### config.mk
export PLATFORM = sky130hd
export DESIGN_NAME = rcg_top
export DESIGN_NICKNAME = d
export VERILOG_FILES = /design/src/inc/rcg_pkg.sv /design/src/core/rcg_apb_if.sv /design/src/core/rcg_irq.sv /design/src/core/rcg_top.sv
export SDC_FILE = /design/constraint.sdc
export NUM_CORES = 1
export LEC_CHECK = 0
export ABC_AREA = 1
export BUFFER_PORTS_ARGS = -buffer_cell sky130_fd_sc_hd__buf_2
export CAP_MARGIN = 10
export CORE_MARGIN = 3
export CORE_UTILIZATION = 41
export DETAILED_ROUTE_END_ITERATION = 10
export GPL_ROUTABILITY_DRIVEN = 0
export GPL_TIMING_DRIVEN = 0
export MAX_ROUTING_LAYER = met4
export PLACE_DENSITY = 0.85
export SLEW_MARGIN = 20
export SYNTH_ARGS = -nofsm -noshare
export SYNTH_HDL_FRONTEND = slang
export SYNTH_SLANG_ARGS = --single-unit
export TNS_END_PERCENT = 20
### constraint.sdc
create_clock -name pclk -period 1.6 [get_ports pclk]
set_clock_uncertainty 0.1 [all_clocks]
set_input_delay 0.08 -clock pclk [delete_from_list [all_inputs] [get_ports pclk]]
set_output_delay 0.08 -clock pclk [all_outputs]
set_load 0.01 [all_outputs]
### src/inc/rcg_pkg.sv
// register map, field positions, reset values and bus carriers for the rc48 clock-control slice
// assumes a 32-bit APB bus with byte strobes and a 12-bit byte address
package rcg_pkg;

  localparam int          ADDR_W         = 12;
  localparam int          DATA_W         = 32;
  localparam int          STRB_W         = 4;

  localparam logic [11:0] OFF_OSC_CTL    = 12'h0C0;
  localparam logic [11:0] OFF_OSC_INT    = 12'h0CC;
  localparam logic [11:0] OFF_APB1_RST   = 12'h0E0;
  localparam logic [11:0] OFF_APB1_EN    = 12'h0E4;

  localparam int          CTL_TRIM_LSB   = 24;
  localparam int          CTL_TRIM_W     = 8;
  localparam int          CTL_STB_BIT    = 17;
  localparam int          CTL_EN_BIT     = 16;
  localparam int          CTL_SEL_BIT    = 0;
  localparam int          INT_CLR_BIT    = 22;
  localparam int          INT_IE_BIT     = 14;
  localparam int          INT_IF_BIT     = 6;
  localparam int          RST_TRIM_BIT   = 27;
  localparam int          EN_TRIM_BIT    = 27;

  localparam logic [31:0] CTL_RESET      = 32'h8000_0000;
  localparam logic [7:0]  TRIM_RESET     = 8'h80;
  localparam logic [31:0] INT_RESET      = 32'h0000_0000;
  localparam logic [31:0] APB1_RST_RESET = 32'h0000_0000;
  localparam logic [31:0] APB1_EN_RESET  = 32'h0000_0000;

  typedef struct packed {
    logic              sel;
    logic              enable;
    logic              write;
    logic [ADDR_W-1:0] addr;
    logic [DATA_W-1:0] wdata;
    logic [STRB_W-1:0] strb;
  } rcg_apb_req_t;

  typedef struct packed {
    logic              ready;
    logic [DATA_W-1:0] rdata;
    logic              slverr;
  } rcg_apb_rsp_t;

  // byte-lane merge of a write into a register word
  function automatic logic [31:0] merge_bytes(input logic [31:0] old_v,
                                              input logic [31:0] new_v,
                                              input logic [3:0]  strb);
    logic [31:0] res;
    res = old_v;
    for (int i = 0; i < 4; i++) begin
      if (strb[i]) begin
        res[i*8 +: 8] = new_v[i*8 +: 8];
      end
    end
    return res;
  endfunction : merge_bytes

endpackage : rcg_pkg

### src/core/rcg_apb_if.sv
// APB slave handshake: one wait state, registered ready, read data and error
// assumes the master holds the request stable until ready is seen high
`timescale 1ns/100ps
module rcg_apb_if (
  input  wire logic                 pclk,
  input  wire logic                 presetn,
  input  wire rcg_pkg::rcg_apb_req_t req,
  input  wire logic [31:0]          rdata_mux,
  input  wire logic                 addr_hit,
  output rcg_pkg::rcg_apb_rsp_t     rsp_q,
  output logic                      wr_commit
);

  // first access cycle: latch the answer; ready rises on the following edge
  wire access_first = req.sel & req.enable & ~rsp_q.ready;

  // write lands only at the edge where ready is sampled high
  assign wr_commit = req.sel & req.enable & rsp_q.ready & req.write & addr_hit;

  always_ff @(posedge pclk or negedge presetn) begin
    if (!presetn) begin
      rsp_q <= '0;
    end else begin
      rsp_q.ready  <= access_first;
      rsp_q.slverr <= access_first & ~addr_hit;
      rsp_q.rdata  <= (access_first & ~req.write & addr_hit) ? rdata_mux : 32'h0000_0000;
    end
  end

endmodule : rcg_apb_if

### src/core/rcg_irq.sv
// sticky event flag with software clear and registered interrupt level
// assumes set and clear are single-cycle pulses from the same clock
`timescale 1ns/100ps
module rcg_irq (
  input  wire logic pclk,
  input  wire logic presetn,
  input  wire logic set_evt,
  input  wire logic clr_evt,
  output logic      flag_q,
  output logic      irq_q
);

  // a set in the clearing cycle wins, so no event is lost
  wire flag_d = set_evt | (flag_q & ~clr_evt);

  always_ff @(posedge pclk or negedge presetn) begin
    if (!presetn) begin
      flag_q <= 1'b0;
      irq_q  <= 1'b0;
    end else begin
      flag_q <= flag_d;
      irq_q  <= flag_d;
    end
  end

endmodule : rcg_irq

### src/core/rcg_top.sv
// clock-control register slice for the internal 48 MHz rc oscillator and the clock trim unit
// assumes APB on pclk, the oscillator and power-mode inputs synchronous to pclk
//
// Behaviour
// RQ1: factory trim byte loaded at power-on, read-only
// RQ2: bit 17 shows oscillator stable, else zero
// RQ3: enable software rw, cleared entering low power
// RQ4: select 0 uses pll clock, 1 rc oscillator
// RQ5: writing 1 to clear bit drops flag
// RQ6: flag set when oscillator stabilises while enabled
// RQ7: enable bit gates the stabilisation interrupt
// RQ8: trim unit held in reset while bit set
// RQ9: trim unit clock gated by enable, reset off
// RQ10: byte, half-word and word accesses accepted
// RQ11: software writes reserved bits with reset values
// RQ12: interrupt output follows the stabilisation flag
`timescale 1ns/100ps
module rcg_top (
  input  wire logic        pclk,
  input  wire logic        presetn,
  input  wire logic        psel,
  input  wire logic        penable,
  input  wire logic        pwrite,
  input  wire logic [11:0] paddr,
  input  wire logic [31:0] pwdata,
  input  wire logic [3:0]  pstrb,
  output logic             pready,
  output logic [31:0]      prdata,
  output logic             pslverr,
  input  wire logic [7:0]  osc_factory_trim_value,
  input  wire logic        internal_rc_48mhz_osc_ready,
  input  wire logic        low_power_entry,
  output logic             osc_enable,
  output logic [7:0]       osc_trim_out,
  output logic             clk48_source_select,
  output logic             trim_unit_reset,
  output logic             trim_unit_clock_enable,
  output logic             clk_irq
);

  // bus carriers
  rcg_pkg::rcg_apb_req_t req;
  rcg_pkg::rcg_apb_rsp_t rsp_q;
  logic                  wr_commit;

  // register state
  logic [7:0]            trim_q;
  logic                  trim_loaded_q;
  logic                  stable_q;
  logic                  stable_prev_q;
  logic                  osc_en_q;
  logic                  src_sel_q;
  logic                  irq_en_q;
  logic                  trim_rst_q;
  logic                  trim_clk_en_q;
  logic                  irq_flag;
  logic                  irq_level;

  assign req.sel    = psel;
  assign req.enable = penable;
  assign req.write  = pwrite;
  assign req.addr   = paddr;
  assign req.wdata  = pwdata;
  assign req.strb   = pstrb;

  // address decode; low two bits ignored because every register is a whole word
  wire [11:0] word_addr = {paddr[11:2], 2'b00};
  wire        hit_ctl   = (word_addr == rcg_pkg::OFF_OSC_CTL);
  wire        hit_int   = (word_addr == rcg_pkg::OFF_OSC_INT);
  wire        hit_rst   = (word_addr == rcg_pkg::OFF_APB1_RST);
  wire        hit_en    = (word_addr == rcg_pkg::OFF_APB1_EN);
  wire        addr_hit  = hit_ctl | hit_int | hit_rst | hit_en;

  wire        wr_ctl    = wr_commit & hit_ctl;
  wire        wr_int    = wr_commit & hit_int;
  wire        wr_rst    = wr_commit & hit_rst;
  wire        wr_en     = wr_commit & hit_en;

  // read images; reserved bits read as zero
  wire [31:0] ctl_img = {trim_q, 6'h00, stable_q, osc_en_q, 15'h0000, src_sel_q};  // [RQ1] [RQ2]
  wire [31:0] int_img = {9'h000, 1'b0, 7'h00, irq_en_q, 7'h00, irq_flag, 6'h00};    // [RQ5]
  wire [31:0] rst_img = {4'h0, trim_rst_q, 27'h0000000};
  wire [31:0] en_img  = {4'h0, trim_clk_en_q, 27'h0000000};

  wire [31:0] rdata_mux = hit_ctl ? ctl_img :
                          hit_int ? int_img :
                          hit_rst ? rst_img :
                          hit_en  ? en_img  : 32'h0000_0000;

  // strobed write images; partial accesses touch only their lanes
  wire [31:0] ctl_wr = rcg_pkg::merge_bytes(ctl_img, pwdata, pstrb);  // [RQ10]
  wire [31:0] int_wr = rcg_pkg::merge_bytes(32'h0000_0000 | int_img, pwdata, pstrb);
  wire [31:0] rst_wr = rcg_pkg::merge_bytes(rst_img, pwdata, pstrb);  // [RQ10]
  wire [31:0] en_wr  = rcg_pkg::merge_bytes(en_img, pwdata, pstrb);

  // the clear bit acts only when its own lane is written
  wire        clr_hit = wr_int & pstrb[rcg_pkg::INT_CLR_BIT/8]
                        & pwdata[rcg_pkg::INT_CLR_BIT];  // [RQ5]

  // stabilisation event: rising edge of the ready input, gated by the enable
  wire        stable_rise = stable_q & ~stable_prev_q;
  wire        stb_event   = stable_rise & irq_en_q;  // [RQ6] [RQ7]

  rcg_apb_if u_apb (
    .pclk      (pclk),
    .presetn   (presetn),
    .req       (req),
    .rdata_mux (rdata_mux),
    .addr_hit  (addr_hit),
    .rsp_q     (rsp_q),
    .wr_commit (wr_commit)
  );

  rcg_irq u_irq (
    .pclk    (pclk),
    .presetn (presetn),
    .set_evt (stb_event),
    .clr_evt (clr_hit),
    .flag_q  (irq_flag),
    .irq_q   (irq_level)
  );

  assign pready  = rsp_q.ready;
  assign prdata  = rsp_q.rdata;
  assign pslverr = rsp_q.slverr;
  assign clk_irq = irq_level;  // [RQ12]

  // factory trim: reset value until the first edge after release, then fixed
  always_ff @(posedge pclk or negedge presetn) begin
    if (!presetn) begin
      trim_q        <= rcg_pkg::TRIM_RESET;
      trim_loaded_q <= 1'b0;
    end else if (!trim_loaded_q) begin
      trim_q        <= osc_factory_trim_value;  // [RQ1]
      trim_loaded_q <= 1'b1;
    end
  end

  // stability status follows the oscillator input, one flop late
  always_ff @(posedge pclk or negedge presetn) begin
    if (!presetn) begin
      stable_q      <= 1'b0;
      stable_prev_q <= 1'b0;
    end else begin
      stable_q      <= internal_rc_48mhz_osc_ready;  // [RQ2]
      stable_prev_q <= stable_q;
    end
  end

  // low-power entry beats a software write in the same cycle, so the
  // oscillator can never stay enabled across a deep-sleep request
  always_ff @(posedge pclk or negedge presetn) begin
    if (!presetn) begin
      osc_en_q  <= rcg_pkg::CTL_RESET[rcg_pkg::CTL_EN_BIT];
      src_sel_q <= rcg_pkg::CTL_RESET[rcg_pkg::CTL_SEL_BIT];
    end else begin
      if (low_power_entry) begin
        osc_en_q <= 1'b0;  // [RQ3]
      end else if (wr_ctl) begin
        osc_en_q <= ctl_wr[rcg_pkg::CTL_EN_BIT];  // [RQ3]
      end
      if (wr_ctl) begin
        src_sel_q <= ctl_wr[rcg_pkg::CTL_SEL_BIT];  // [RQ4]
      end
    end
  end

  always_ff @(posedge pclk or negedge presetn) begin
    if (!presetn) begin
      irq_en_q <= rcg_pkg::INT_RESET[rcg_pkg::INT_IE_BIT];
    end else if (wr_int) begin
      irq_en_q <= int_wr[rcg_pkg::INT_IE_BIT];  // [RQ7]
    end
  end

  always_ff @(posedge pclk or negedge presetn) begin
    if (!presetn) begin
      trim_rst_q    <= rcg_pkg::APB1_RST_RESET[rcg_pkg::RST_TRIM_BIT];
      trim_clk_en_q <= rcg_pkg::APB1_EN_RESET[rcg_pkg::EN_TRIM_BIT];
    end else begin
      if (wr_rst) begin
        trim_rst_q <= rst_wr[rcg_pkg::RST_TRIM_BIT];  // [RQ8]
      end
      if (wr_en) begin
        trim_clk_en_q <= en_wr[rcg_pkg::EN_TRIM_BIT];  // [RQ9]
      end
    end
  end

  // outputs to the clock tree; the 48 MHz mux itself sits in the clock tree,
  // which keeps clock muxing out of this synchronous slice
  assign osc_enable             = osc_en_q;
  assign osc_trim_out           = trim_q;
  assign clk48_source_select    = src_sel_q;   // [RQ4]
  assign trim_unit_reset        = trim_rst_q;  // [RQ8]
  assign trim_unit_clock_enable = trim_clk_en_q;  // [RQ9]
endmodule : rcg_top

==> summary.md <==
| Metric | Value |
|---|---|
| Status | completed |
| Hold slack | between 0.009 and 0.01 ns |
| DP HPWL | about 2600 µm |
| # resized after CTS | 0 |
| Async set-reset flop share out of synthesis | between 90% and 100% |
| Crit path capture | u_irq.flag_q |
| Seq cells post-synth | 32 |
| First-pass GRT wire length | between 5000 and 6000 µm |
| CTS buffer count | 5 |
| Largest net degree at the start of global routing | 33 |
| Area grow syn2layout | 44.9% |
| Layout cell share with drive strength beyond 1 | between 40% and 50% |
| Starting Density | approximately 45% |
| Synthesized area | around 0.0016 mm² |
| CTS sink count | 32 |
| Post-CTS Setup Repair Bufs | 0 |
| Setup crit end kind | flop |
| Clock Path Buffers | 2 |
| Nets | 329 |
| Vias/cell | between 4 and 5 |
| Die width | 67.8 µm |
| Iter 0 DRT Violations | ~90 |
| Vias in the first global route | roughly 1200 |
| Power per cell area | between 800 and 900 mW/mm² |
| Area leader, netlist | dfrtp_1 |
| Final Hold Viols | 0 |
| Routed wire length per instance | 11.1 µm |
| FMAX | approximately 0.7 GHz |
| Worst EP required | about 1.7 ns |
| Cell with the most instances after synthesis | dfrtp_1 |
| Global route overflow | 0 |
| Crit path launch type | primary input |
| Avg Cell Area, Syn | approximately 9.5 µm² |
| Worst setup path start | penable |
| Min Tclk post-route | 1.43 ns |
| Ant diodes | 0 |
| Leakage | between 1 and 1.5 nW |
| H-tree levels | 2 |
| Routed via count | around 1300 |
| TritonRoute pass-1 iters | 4 |
| Die Y | a little under 70 µm |
| Max-slew violations | 0 |
| Antenna violations before repair | 0 |
| Setup TNS | 0 ns |
| Number of core rows | 21 |
| I/O pin total | between 100 and 150 |
| Core ar. | between 0.003 and 0.004 mm² |
| Reg2reg start | u_apb.rsp_q[33] |
| Worst r2r path cells | 5 |
| Yosys Warn Count | 0 |
| Die Area | approximately 0.0046 mm² |
| Worst EP arrival | roughly 1.5 ns |
| Drt drc | 0 |
| Post-synth EDFFs | 0 |
| HP Class | primary input to flop |
| Seq/Total Area, Yosys | about half |
| Overall Global Routing Usage | between 15 and 20% |
| Port Buffers | 61 |
| Clk_lat worst skew | just under 0.3 ns |
| Worst Max-Slew Pin Slew | 0.690 ns |
| RSZ-0062 raised after global routing | no |
| Slew HR | 54.0% |
| Ys flop type | dfrtp_1 |
| Flop2flop setup slack | around 0.23 ns |
| Cell count after synthesis | about 160 |
| Final setup fails | 0 |
| Final period util | 89.1% |
| ANT nets after route | 0 |
| Synth top area share | between 40 and 50% |
| CTS root buffer | clkbuf_8 |
| CP max FO | 5 |
| Top post-synthesis cells by area | dfrtp_1 50%, buf_4 9.1%, nand2_1 6.7%, mux2_2 5.8%, nor2_1 5.8% |
| # hold bufs at CTS | 16 |
| Maximum VDD drop | about 0.00043 V |
| Total routed wirelength | roughly 3500 µm |
| Setup CP Type | primary input to flop |
| Netlist cell types | 25 |
| Clock slew seen by the registers of the worst setup and hold paths | ~0.070 ns |
| Max_cap viols | 0 |
| CTS tree | yes |
| Post-layout util | 64.8% |
| Most frequent cells after synthesis | 31 x dfrtp_1, 28 x nand2_1, 24 x nor2_1 |
| FF-to-FF End | u_irq.flag_q |
[stage by stage]
step / std cells / area, µm² / setup WS (ns) / total power [mW]
final: 313 / 2270 / 0.174 / 1.86
after global placement: 289 / 1990 / 0.269 / 1.07
after detailed placement: 289 / 1990 / 0.261 / 1.08
after CTS: 313 / 2270 / 0.198 / 1.87
after floorplan: 182 / 1630 / 0.366 / 0.983
after global routing: 313 / 2270 / 0.00513 / 1.95
[how the worst min path moves through the flow]
| stage | start | to | depth (start not counted) |
|---|---|---|---|
| floorplan | presetn | clk48_source_select | 0 |
| global placement | presetn | u_apb.rsp_q[26] | 1 |
| detailed placement | presetn | u_apb.rsp_q[26] | 1 |
| CTS | psel | u_apb.rsp_q[0] | 3 |
| global route | psel | u_apb.rsp_q[0] | 3 |
| finish | psel | u_apb.rsp_q[0] | 3 |
[critical path, stage by stage]
cell and delay [ns]:
dlygate4sd3_1 0.52, buf_2 0.09, nand2_1 0.09, nor2_1 0.35
nand3_1 0.13, o21ai_0 0.15, o21ai_0 0.09
[layout by cell type (no fill, tap or decap)]
master / count
nand2_4: 1
o21ai_0: 3
nand3_1: 1
nor2_2: 3
nand3_4: 1
nor3_1: 5
nor2_4: 1
buf_6: 2
nand2_1: 28
clkbuf_1: 1
nand3b_4: 1
clkbuf_8: 5
a31oi_4: 1
clkinv_2: 1
inv_1: 18
dlygate4sd3_1: 16
nand4_1: 6
nor2_1: 24
nand3_2: 2
buf_4: 19
inv_2: 2
conb_1: 20
clkinvlp_4: 1
bufinv_16: 1
clkinv_1: 1
dfstp_2: 1
dfrtp_1: 31
nand4_2: 1
buf_2: 61
mux2_2: 8
nand2_2: 1
[report_power, final]
| group | switching [mW] | internal (mW) | total (mW) | leakage, nW |
|---|---|---|---|---|
| Clock | 0.300 | 0.460 | 0.761 | 0.0541 |
| Sequential | 0.0185 | 0.838 | 0.856 | 0.398 |
| Combinational | 0.114 | 0.126 | 0.241 | 0.848 |
| Total | 0.433 | 1.42 | 1.86 | 1.30 |
[metal layers]
layer / share of wire (%) / up-vias / wire (µm) / GRT usage, %
met5: 0 / - / 0 / -
met4: 2.5 / 0 / 88 / 8.86
met3: 6.2 / 8 / 214 / 5.66
met2: 55 / 45 / 1930 / 30.5
met1: 36 / 583 / 1250 / 17.8
li1: - / 674 / - / -
[layout make-up]
| cell class | instances | area [µm²] |
|---|---|---|
| Sequential cell | 32 | 802 |
| Timing Repair Buffer | 77 | 465 |
| Buffer | 22 | 169 |
| Tap cell | 46 | 57.6 |
| Clock buffer | 5 | 68.8 |
| Fill cell | 297 | 1230 |
| Clock inverter | 3 | 42.5 |
| Inverter | 21 | 78.8 |
| Multi-Input combinational cell | 107 | 582 |
[cells by family after synthesis]
logic type | after synthesis | share of synthesized area (%)
AOI/OAI and AO/OA | 4 | 2.32
buffers and inverters | 43 | 15.8
DFF | 32 | 51.3
muxes | 8 | 5.76
other | 2 | 0.480
and+or+nand+nor | 75 | 24.3
[flip-flops by register name, summed over array words and instances, names as in the netlist]
signal / cells
osc_trim_out: 8
irq_en_q: 1
trim_loaded_q: 1
trim_unit_clock_enable: 1
clk48_source_select: 1
osc_enable: 1
u_irq.flag_q: 1
u_apb.rsp_q: 15
stable_q: 1
trim_unit_reset: 1
stable_prev_q: 1
No activity file was read; power rests on OpenSTA's default activity.
